[src/verilog/hccr_defines.svh]
// Register offsets, field positions, reset values and timing constants
// Summary of operation
// - In mode 3, input-select bit picks PWM (0) or analog (1) pin input.
// - PWM input: drive amplitude follows measured pin duty cycle.
// - Analog input: drive amplitude follows sampled pin amplitude.
// - Fixed-frequency bit: 0 auto-resonance tracking, 1 drive at selected frequency.
// - Fixed-frequency PWM mode: commutation frequency is PWM frequency divided by 128.
// - Calibration time field 0..3 gives 150/250/500/1000 ms minimum; resets to 2.
// - Read-only bit 2 shows whether nonvolatile memory was programmed.
// - Writing 1 to launch bit copies registers 0x16..0x1a into nonvolatile store.
// - Nonvolatile programming happens only once; later launches are ignored.
// - Supply monitor is 8-bit code, volts equal code times 5.6 over 255.
// - Supply reading updates only while a waveform is actively driven; a host write to 0x21 also loads the register at any time.
`ifndef HCCR_DEFINES_SVH
`define HCCR_DEFINES_SVH
`define HCCR_ADDR_CTRL3 8'h1d
`define HCCR_ADDR_CTRL4 8'h1e
`define HCCR_ADDR_VMON 8'h21
`define HCCR_ADDR_RPER 8'h22
`define HCCR_ADDR_OTP_FIRST 8'h16
`define HCCR_ADDR_OTP_LAST 8'h1a
`define HCCR_MODE_INPUT 3'h3
`define HCCR_C3_FIXED_FREQ 0
`define HCCR_C3_ANALOG_SEL 1
`define HCCR_C4_OTP_PROG 0
`define HCCR_C4_OTP_STAT 2
`define HCCR_C4_CAL_LO 4
`define HCCR_C4_CAL_HI 5
`define HCCR_C4_WMASK 8'h31
`define HCCR_CAL_RESET 2'h2
`define HCCR_CAL0_MS 150
`define HCCR_CAL1_MS 250
`define HCCR_CAL2_MS 500
`define HCCR_CAL3_MS 1000
`define HCCR_CLK_KHZ 125000
`define HCCR_COMM_DIV 128
`define HCCR_OTP_PROG_CYC 16
`define HCCR_CODE_FULL 8'hff
`endif

[src/verilog/hccr_pkg.sv]
// Types for the haptic control configuration registers
package hccr_pkg;
  typedef enum logic [2:0] {
    HCCR_OTP_IDLE = 3'b001,
    HCCR_OTP_BUSY = 3'b010,
    HCCR_OTP_DONE = 3'b100
  } hccr_otp_e;
endpackage

[src/verilog/hccr_pwm_meter.sv]
// Duty cycle meter and divide-by-128 commutation recovery
`timescale 1ns/1ps
`default_nettype none
`include "hccr_defines.svh"
module hccr_pwm_meter #(
  parameter int CW = 16
) (
  input wire logic mclk_in,
  input wire logic rst_in,
  input wire logic pin_in,
  output logic [7:0] duty_out,
  output logic comm_tick_out
);
  if (CW < 9) begin : g_cw_chk
    $error("hccr_pwm_meter: CW too small");
  end
  logic rise;
  logic prev_q;
  logic [CW-1:0] high_q, per_q;
  logic [6:0] div_q;
  assign rise = pin_in & ~prev_q;
  always_ff @(posedge mclk_in or posedge rst_in) begin
    if (rst_in) prev_q <= 1'b0;
    else prev_q <= pin_in;
  end
  always_ff @(posedge mclk_in or posedge rst_in) begin
    if (rst_in) begin
      high_q <= '0;
      per_q <= '0;
      duty_out <= 8'h00;
    end else if (rise) begin
      per_q <= CW'(1);
      high_q <= CW'(1);
      if (per_q != '0)
        duty_out <= 8'((high_q * 32'(`HCCR_CODE_FULL)) / per_q);
    end else begin
      if (~&per_q) per_q <= per_q + CW'(1);
      if (pin_in && ~&high_q) high_q <= high_q + CW'(1);
    end
  end
  always_ff @(posedge mclk_in or posedge rst_in) begin
    if (rst_in) begin
      div_q <= 7'h00;
      comm_tick_out <= 1'b0;
    end else begin
      comm_tick_out <= 1'b0;
      if (rise) begin
        div_q <= div_q + 7'h01;
        if (div_q == 7'(`HCCR_COMM_DIV - 1)) comm_tick_out <= 1'b1;
      end
    end
  end
endmodule // hccr_pwm_meter
`default_nettype wire

[src/verilog/hccr_regs.sv]
// Haptic control configuration and monitor register bank
`timescale 1ns/1ps
`default_nettype none
`include "hccr_defines.svh"
module hccr_regs
  import hccr_pkg::*;
#(
  parameter int CAL0_CYC = `HCCR_CAL0_MS * `HCCR_CLK_KHZ,
  parameter int CAL1_CYC = `HCCR_CAL1_MS * `HCCR_CLK_KHZ,
  parameter int CAL2_CYC = `HCCR_CAL2_MS * `HCCR_CLK_KHZ,
  parameter int CAL3_CYC = `HCCR_CAL3_MS * `HCCR_CLK_KHZ,
  parameter int MCW = 16
) (
  input wire logic mclk_in,
  input wire logic rst_in,
  input wire logic [7:0] addr_in,
  input wire logic [7:0] wdata_in,
  input wire logic wr_in,
  input wire logic rd_in,
  output logic [7:0] rdata_out,
  input wire logic [2:0] mode_in,
  input wire logic [39:0] otp_src_in,
  input wire logic input_trigger_pin,
  input wire logic [7:0] analog_level_in,
  input wire logic [7:0] vdd_code_in,
  input wire logic driving_in,
  input wire logic cal_start_in,
  input wire logic [7:0] resonance_period_code,
  output logic cal_busy_out,
  output logic [7:0] amplitude_out,
  output logic amplitude_valid_out,
  output logic linear_actuator_fixed_freq,
  output logic comm_tick_out,
  output logic otp_wr_out,
  output logic [39:0] otp_data_out
);
  if (CAL0_CYC < 1 || CAL3_CYC < CAL2_CYC) begin : g_cal_chk
    $error("hccr_regs: bad calibration counts");
  end
  logic [1:0] ctrl3_q;
  logic [1:0] cal_sel_q;
  logic otp_prog_q, otp_stat_q;
  logic [7:0] vmon_q, rper_q;
  logic [2:0] pin_sync_q;
  logic pin_q;
  logic [31:0] cal_cnt_q;
  logic [4:0] otp_cnt_q;
  hccr_otp_e otp_st_q;
  logic [7:0] duty;
  logic wr4, launch, pwm_mode, ana_mode;

  function automatic logic [31:0] cal_len(input logic [1:0] sel);
    case (sel)
      2'h0: cal_len = 32'(CAL0_CYC);
      2'h1: cal_len = 32'(CAL1_CYC);
      2'h2: cal_len = 32'(CAL2_CYC);
      default: cal_len = 32'(CAL3_CYC);
    endcase
  endfunction

  assign wr4 = wr_in && addr_in == `HCCR_ADDR_CTRL4;
  assign launch = wr4 && wdata_in[`HCCR_C4_OTP_PROG];
  assign pwm_mode = mode_in == `HCCR_MODE_INPUT && !ctrl3_q[`HCCR_C3_ANALOG_SEL];
  assign ana_mode = mode_in == `HCCR_MODE_INPUT && ctrl3_q[`HCCR_C3_ANALOG_SEL];

  // Pin synchroniser, change taken when stages two and three agree
  always_ff @(posedge mclk_in or posedge rst_in) begin
    if (rst_in) begin
      pin_sync_q <= 3'h0;
      pin_q <= 1'b0;
    end else begin
      pin_sync_q <= {pin_sync_q[1:0], input_trigger_pin};
      if (pin_sync_q[1] == pin_sync_q[2]) pin_q <= pin_sync_q[2];
    end
  end

  hccr_pwm_meter #(.CW(MCW)) u_meter (
    .mclk_in(mclk_in),
    .rst_in(rst_in),
    .pin_in(pin_q),
    .duty_out(duty),
    .comm_tick_out(comm_tick_out)
  );

  // Register writes
  always_ff @(posedge mclk_in or posedge rst_in) begin
    if (rst_in) begin
      ctrl3_q <= 2'h0;
      cal_sel_q <= `HCCR_CAL_RESET;
      rper_q <= 8'h00;
    end else if (wr_in) begin
      if (addr_in == `HCCR_ADDR_CTRL3)
        ctrl3_q <= wdata_in[`HCCR_C3_ANALOG_SEL:`HCCR_C3_FIXED_FREQ];
      if (wr4) cal_sel_q <= wdata_in[`HCCR_C4_CAL_HI:`HCCR_C4_CAL_LO];
      if (addr_in == `HCCR_ADDR_RPER) rper_q <= wdata_in;
    end else if (driving_in) begin
      rper_q <= resonance_period_code;
    end
  end

  assign linear_actuator_fixed_freq = ctrl3_q[`HCCR_C3_FIXED_FREQ];

  always_ff @(posedge mclk_in or posedge rst_in) begin
    if (rst_in) begin
      amplitude_out <= 8'h00;
      amplitude_valid_out <= 1'b0;
    end else begin
      amplitude_valid_out <= pwm_mode | ana_mode;
      if (pwm_mode) amplitude_out <= duty;
      else if (ana_mode) amplitude_out <= analog_level_in;
    end
  end

  always_ff @(posedge mclk_in or posedge rst_in) begin
    if (rst_in) begin
      cal_cnt_q <= 32'h0;
      cal_busy_out <= 1'b0;
    end else if (cal_start_in && !cal_busy_out) begin
      cal_cnt_q <= cal_len(cal_sel_q);
      cal_busy_out <= 1'b1;
    end else if (cal_busy_out) begin
      cal_cnt_q <= cal_cnt_q - 32'h1;
      if (cal_cnt_q == 32'h1) cal_busy_out <= 1'b0;
    end
  end

  always_ff @(posedge mclk_in or posedge rst_in) begin
    if (rst_in) begin
      otp_st_q <= HCCR_OTP_IDLE;
      otp_cnt_q <= 5'h0;
      otp_prog_q <= 1'b0;
      otp_stat_q <= 1'b0;
      otp_wr_out <= 1'b0;
      otp_data_out <= 40'h0;
    end else begin
      otp_wr_out <= 1'b0;
      case (otp_st_q)
        HCCR_OTP_IDLE: begin
          if (launch) begin
            otp_st_q <= HCCR_OTP_BUSY;
            otp_prog_q <= 1'b1;
            otp_data_out <= otp_src_in;
            otp_wr_out <= 1'b1;
            otp_cnt_q <= 5'(`HCCR_OTP_PROG_CYC);
          end
        end
        HCCR_OTP_BUSY: begin
          otp_cnt_q <= otp_cnt_q - 5'h1;
          if (otp_cnt_q == 5'h1) begin
            otp_st_q <= HCCR_OTP_DONE;
            otp_prog_q <= 1'b0;
            otp_stat_q <= 1'b1;
          end
        end
        HCCR_OTP_DONE: otp_st_q <= HCCR_OTP_DONE;
        default: otp_st_q <= HCCR_OTP_IDLE;
      endcase
    end
  end

  always_ff @(posedge mclk_in or posedge rst_in) begin
    if (rst_in) vmon_q <= 8'h00;
    else if (wr_in && addr_in == `HCCR_ADDR_VMON) vmon_q <= wdata_in;
    else if (driving_in) vmon_q <= vdd_code_in;
  end

  // Read mux, reserved bits zero
  always_ff @(posedge mclk_in or posedge rst_in) begin
    if (rst_in) rdata_out <= 8'h00;
    else if (rd_in) begin
      case (addr_in)
        `HCCR_ADDR_CTRL3: rdata_out <= {6'h00, ctrl3_q};
        `HCCR_ADDR_CTRL4: rdata_out <= {2'h0, cal_sel_q, 1'b0, otp_stat_q, 1'b0, otp_prog_q};
        `HCCR_ADDR_VMON: rdata_out <= vmon_q;
        `HCCR_ADDR_RPER: rdata_out <= rper_q;
        default: rdata_out <= 8'h00;
      endcase
    end
  end
endmodule // hccr_regs
`default_nettype wire

[config.mk]
export PLATFORM = sky130hd
export DESIGN_NAME = hccr_regs
export DESIGN_NICKNAME = d
export VERILOG_FILES = /design/src/verilog/hccr_pkg.sv /design/src/verilog/hccr_pwm_meter.sv /design/src/verilog/hccr_regs.sv
export VERILOG_INCLUDE_DIRS = /design/src /design/src/verilog
export SDC_FILE = /design/constraint.sdc
export NUM_CORES = 1
export LEC_CHECK = 0
export ABC_AREA = 1
export BUFFER_PORTS_ARGS = -buffer_cell sky130_fd_sc_hd__buf_2
export CORE_MARGIN = 5
export CORE_UTILIZATION = 31
export DETAILED_ROUTE_END_ITERATION = 10
export GPL_ROUTABILITY_DRIVEN = 0
export SLEW_MARGIN = 20
export SYNTH_ARGS = -nofsm -noshare
export SYNTH_HDL_FRONTEND = slang
export SYNTH_SLANG_ARGS = --single-unit
[constraint.sdc]
create_clock -name mclk_in -period 82.4 [get_ports mclk_in]
set_input_delay 16.48 -clock mclk_in [delete_from_list [all_inputs] [get_ports mclk_in]]
set_output_delay 16.48 -clock mclk_in [all_outputs]
set_load 0.01 [all_outputs]
After elaboration in Yosys (flattened, before gate mapping)
Index checks and enable logic that the tools add are counted.
{"block": "word_totals", "ff_bits": 174, "in_bits": 90, "output_inout_bits": 61, "word_cells": 110}
{"block": "op_classes", "add_sub_neg": 5, "multipliers": 1, "div_mod_pow": 1, "n_eq_ne": 18, "mux": 30, "bitwise_logic": 3, "n_reduce_logical": 29}
{"cell": "case mux 27 bit (3 select lines)", "n": 1}
{"cell": "two-way mux 16 bit", "n": 4}
{"cell": "two-way mux 32 bit", "n": 2}
{"cell": "two-way mux 8 bit", "n": 7}
{"cell": "adder 16 x 1 -> 16 bit, second input constant", "n": 2}
{"cell": "divider 24 x 16 -> 32 bit", "n": 1}
{"cell": "== test 32 x 1 -> 1 bit, second input constant", "n": 1}
{"cell": "case mux 8 bit (4 select lines)", "n": 1}
{"cell": "AND reduction 16 bit", "n": 2}
{"cell": "subtractor 32 x 1 -> 32 bit, second input constant", "n": 1}
{"cell": "multiplier 16 x 8 -> 24 bit, second input constant", "n": 1}
{"cell": "== test 8 x 5 -> 1 bit, second input constant", "n": 2}
{"cell": "== test 8 x 6 -> 1 bit, second input constant", "n": 2}
{"cell": "AND reduction 2 bit", "n": 8}
{"cell": "nonzero test 16 bit", "n": 1}
{"cell": "nonzero test 2 bit", "n": 6}
{"cell": "case mux 5 bit (2 select lines)", "n": 1}
{"cell": "two-way mux 1 bit", "n": 9}
{"cell": "case mux 3 bit (3 select lines)", "n": 1}
{"cell": "adder 7 x 1 -> 7 bit, second input constant", "n": 1}
{"cell": "== test 7 bit, second input constant", "n": 1}
{"cell": "logical AND 1 bit", "n": 7}
{"cell": "== test 3 x 2 -> 1 bit, second input constant", "n": 2}
{"cell": "two-way mux 3 bit", "n": 2}
{"cell": "other kinds (17)", "n": 21}

Longest topological paths before layout
{"block": "depth", "depth_word": 5, "mapped_depth": 611, "ltp_nobuf": 571}

Modules after synthesis
A second synthesis with hierarchy kept.
{"block": "unflattened", "hier_cells": 5287, "area_unflattened_um2": 34186.5}
{"mod": "hccr_pwm_meter", "instances": 1, "cells_each": 4475, "area_per_inst_um2": 27901.8}
{"mod": "hccr_regs", "instances": 1, "cells_each": 812, "area_per_inst_um2": 6284.8}

Least setup slack after synthesis
Ideal clock, no wire load.
{"block": "synth_path", "kind": "register to register", "startpoint": "register u_meter.per_q[0]", "endpoint": "register u_meter.duty_out[0]", "setup_ns": 0.122, "arrival_time_ns": 77.916, "t_required_ns": 82.278, "slack_ns": 4.362, "path_stages_with_launch": 589, "path_buffers": 40, "cell_sequence": "dfrtp_1 > inv_1 > ha_1 > inv_1 > nor3_1 > ha_1 > o21ai_0 > nand2_1 > nand3_1 > nor2_1 > ha_1 > inv_1 > o21bai_1 > nand2_1 > nand2_1 > nand2_1 > clkinv_1 > nand2_1 > [553 not listed] > o21ai_1 > ha_1 > a21boi_0 > o21a_1 > o21ai_0 > nand2_1 > a21oi_1 > o21bai_1 > a21oi_1 > o21bai_1 > a21oi_1 > o21ai_0 > a21oi_1 > nor2_1 > a2111oi_0 > nand4_1 > nor2_1 > a21oi_1"}
{"block": "synth_between", "elab_chain_cells": 2, "elab_cells_between_ends": 3}
{"element": "from (decl)", "line": "hccr_pwm_meter.sv:19", "text": "logic [CW-1:0] high_q, per_q;"}
{"element": "from (signal assigned)", "line": "hccr_pwm_meter.sv:37", "text": "if (~&per_q) per_q <= per_q + CW'(1);"}
{"element": "branches (longest 2 deep; another with divider 24 x 16 -> 32 bit)"}
{"element": "to (signal assigned)", "line": "hccr_pwm_meter.sv:35", "text": "duty_out <= 8'((high_q * 32'(`HCCR_CODE_FULL)) / per_q);"}
{"element": "to (decl)", "line": "hccr_pwm_meter.sv:11", "text": "output logic [7:0] duty_out,"}
Several ways; the timed one is not identified.
A chain may end at the register's enable or synchronous reset.

Worst setup path after layout
{"block": "layout_path", "startpoint": "register u_meter.per_q[7]", "endpoint": "register u_meter.duty_out[0]"}
Same word-level chain as after synthesis.

==> results by stage <==
Yosys:
- The largest total area in the synthesized netlist belongs to ha_1.
- The post-synthesis register bit count is 174.
- The warning count from the yosys run is 0.
- The count of unique library cells instantiated by Yosys is 85.
- The per-instance average area after synthesis is 6.548 um^2.
- The most repeated cell in the gate-level netlist after synthesis is nand2_1.
- The register area share after synthesis is 0.1248.
- The mapped netlist covers 34920 um^2.
- The top-area cell type share of the netlist area is 0.1648.
- The synthesized design contains 0 enable-type register cells.
- The post-synthesis instance total is 5333.
- In the synthesized netlist the dominant register cell turns out to be dfrtp_1.
- By area the synthesized netlist is led by ha_1 (16%), nand2_1 (14%), dfrtp_1 (12%).
- The async set-or-reset flop fraction in the synthesized netlist is 1.000.
- By count the netlist is led by nand2_1 (1309), inv_1 (778), ha_1 (460).

Global routing:
- Entering global routing, the biggest net connects 76 pins.
- The total routing usage reported by global routing is 0.1519.
- The routing usage on met1 is 0.2039.
- met2 is the most crowded layer.
- The via count of the first global-routing pass is 31729.
- The residual overflow from global routing is 0.
- In the global route stage, met3 resource usage came out at 0.01005.
- The met2 global-route usage is 0.2689.
- The number of antenna violations at the first check in global routing came to 4.
- The first-pass GRT wire length is 156100 um.

Placed design:
- The setup slack at placement is -1373 ps.
- The placed instances occupy a cell area of 37290 um^2.
- The HPWL reported at the end of detailed placement is 76400 um.
- The count of buffers from port buffering is 150.

STA:
- Dividing the final minimum period by the clock period gives 0.9100.
- The routed design could run at a clock period as short as 74980 ps.
- Summed over all failing endpoints, the final setup total negative slack is 0 ps.
- Between clock sinks in the finished design, the worst skew comes to 16.67 ps.
- The worst hold-check slack is 369.2 ps.
- The final hold violation count is 0.
- The worst slew margin relative to its limit is 0.3042.
- Static timing analysis puts the maximum clock frequency at 13.34 MHz.
- The number of slew-limit violations in the final report is 0.
- The final count of negative-setup-slack endpoints is 0.
- The measured slew at the worst slew-check pin is 1037 ps.
- The post-layout worst setup margin is 7420 ps.

Clock network:
- TritonCTS built the clock tree.
- The tree is rooted in a clkbuf_16.
- The H-tree level count is 4.
- Clock-pin slew was measured on the worst setup and hold paths at 80 ps.
- The clock latency on the worst-skew pair is 460 ps.
- Counting the buffers created by CTS gives 17.
- Hold repair after CTS inserted 0 buffers.
- The tree built by TritonCTS fans out to 174 sinks.
- The clock passes through at most 2 buffers.

Floorplan:
- The initial utilization of the core area, before any placement, comes to 0.3113.
- The placeable core region is 112200 um^2.
- In this run the core area contains 123 standard-cell rows.
- The die height is 345.6 um.
- 151 I/O pins were placed.
- The area of the die is 119500 um^2.
- The floorplan step set the die width to 345.6 um.

Detailed routing:
- The average wire per cell in the routed design is 13.62 um.
- In this run, the number of DRC markers left after iteration 0 of detailed routing was 2284.
- The post-detailed-route DRC marker count is 0.
- The wire length reported by the detailed router is 96030 um.
- The via count is 34247.
- Using the TritonRoute via totals, the vias-per-cell ratio works out to 4.859.
- The length of the first detailed-routing pass in iterations is 6.
- The remaining antenna violation count is 0.

Worst setup path:
- Counting stages on the worst path, the most repeated cell is nand2_1.
- The worst endpoint data arrival time is 75320 ps.
- The slowest stage of the critical path belongs to the cell a221oi_4.
- Of all nets on the critical path, the largest fanout is 28.
- The sort of element at the start of the critical path is a register.
- At the worst endpoint, the required time is 82740 ps.
- The element type at the critical path end is a register.
- The largest single stage delay on the critical path is 380 ps.
- The type of the worst setup path is register to register.
- Setup slack on the worst reg-to-reg path comes out at 7420 ps.

Finish:
- Compared with the post-synthesis result, the final layout area differs by 11.73%.
- The share of post-route cells with drive strength above 1 is 0.1351.
- After routing the design area is 39020 um^2.
- The final-stage net count is 6152.
- The number of fillers in the final layout is 12152.

Hold path:
- The worst min-delay path category is register to register.

Outcome:
- The flow ran to the end, and the final reports show no timing, DRC or antenna violations.

Flow run:
- The max-cap check violation count is 0.
## cells by family (layout without fill, tap and decap cells)
family	Yosys count	after routing	share of synthesized area
AOI/OAI and AO/OA	1002	1003	0.1626
xor gates and xnor gates	325	325	0.08151
adders and majority gates	531	531	0.2052
buffers and inverters	937	1138	0.1087
DFF	174	174	0.1248
muxes	2	2	0.0006449
other	1	10	0.0001074
and+or+nand+nor	2361	2365	0.3164
## layer usage
metal	part of all wire	wire length, um	vias to the layer above
li1	-	-	17892
met1	0.47	44790	15623
met2	0.48	46180	605
met3	0.034	3227	127
met4	0.019	1829	0
met5	0	0	-
## cells in the final DEF (no fill, tap or decap), types with 24 or more instances in the layout
cell	Yosys	routed
buf_4	7	96
o21ai_1	47	63
nor3_1	64	63
xnor2_1	125	125
or2_2	33	33
nor2_4	27	34
a21oi_1	310	265
nand3_1	276	275
nor2_2	29	31
fa_1	70	70
a31oi_1	35	31
ha_1	460	460
nand4_1	76	76
o21bai_1	28	28
o211ai_1	24	24
nand2_1	1309	1309
o21ai_0	410	389
dfrtp_1	172	172
nand2_2	95	93
inv_2	37	38
inv_1	778	770
a21oi_2	15	54
nand3_2	44	46
a21o_1	31	31
xor2_1	200	200
nor2_1	312	304
buf_2	3	151
nand2_4	22	24
## flip-flops by register name, indices dropped and copies added (netlist names), 7 cells and up
name / cells
u_meter.high_q: 16
rper_q: 8
cal_cnt_q: 32
u_meter.duty_out: 8
u_meter.div_q: 7
amplitude_out: 8
rdata_out: 8
otp_data_out: 40
u_meter.per_q: 16
vmon_q: 8
## area by class of cell
| cell class | count | area [um^2] | share of cell area |
|---|---|---|---|
| Antenna cell | 3 | 7.507 | 0.0001924 |
| Clock buffer | 17 | 425.4 | 0.01090 |
| Clock inverter | 15 | 188.9 | 0.004842 |
| Inverter | 847 | 3324 | 0.08520 |
| Multi-Input combinational cell | 4233 | 27260 | 0.6986 |
| Sequential cell | 174 | 4357 | 0.1117 |
| Tap cell | 1500 | 1877 | 0.04810 |
| Timing Repair Buffer | 253 | 1548 | 0.03967 |
| Timing Repair inverter | 6 | 33.78 | 0.0008658 |
## worst max-delay path: cells and delay by family (launching register included)
kind                     cells  cell delay [ps]
AO/OA/AOI/OAI              191            30440
AND/OR/NAND/NOR            247            24180
adder cells (fa/ha/maj)     31             9810
buffers and inverters      103             9420
flip-flops                   1              360
multiplexers                 1              360
## timing repair
action / CTS / global route
pin swaps: 2 / 35
setup buffers: 1 / 66
gates resized for setup: 5 / 140
cloned: 2 / 10
endpoints found under the setup margin: 1 / 4
## path summary, 6_finish.rpt
path,startpoint,endpoint,cells after the start
min reg2reg,pin_sync_q[0]$_DFF_PP0_,pin_sync_q[1]$_DFF_PP0_,0
max,u_meter.per_q[7]$_DFFE_PP0P_,u_meter.duty_out[0]$_DFFE_PP0P_,573
max in group asynchronous,rst_in,u_meter.per_q[10]$_DFFE_PP0P_,4
min,pin_sync_q[0]$_DFF_PP0_,pin_sync_q[1]$_DFF_PP0_,0
min in group asynchronous,rst_in,otp_data_out[32]$_DFFE_PP0P_,2
max reg2reg,u_meter.per_q[7]$_DFFE_PP0P_,u_meter.duty_out[0]$_DFFE_PP0P_,573
## stage by stage
stage                     instances    util
final                          7048  0.3478
after global routing           7048  0.3478
after CTS                      6969  0.3383
after detailed placement       6934  0.3324
after global placement         6934  0.3324
after floorplan                5339       -
Power is left out: the tool's default activity adds up to more than one toggle a clock period on the data nets, which glitch-free logic cannot reach.
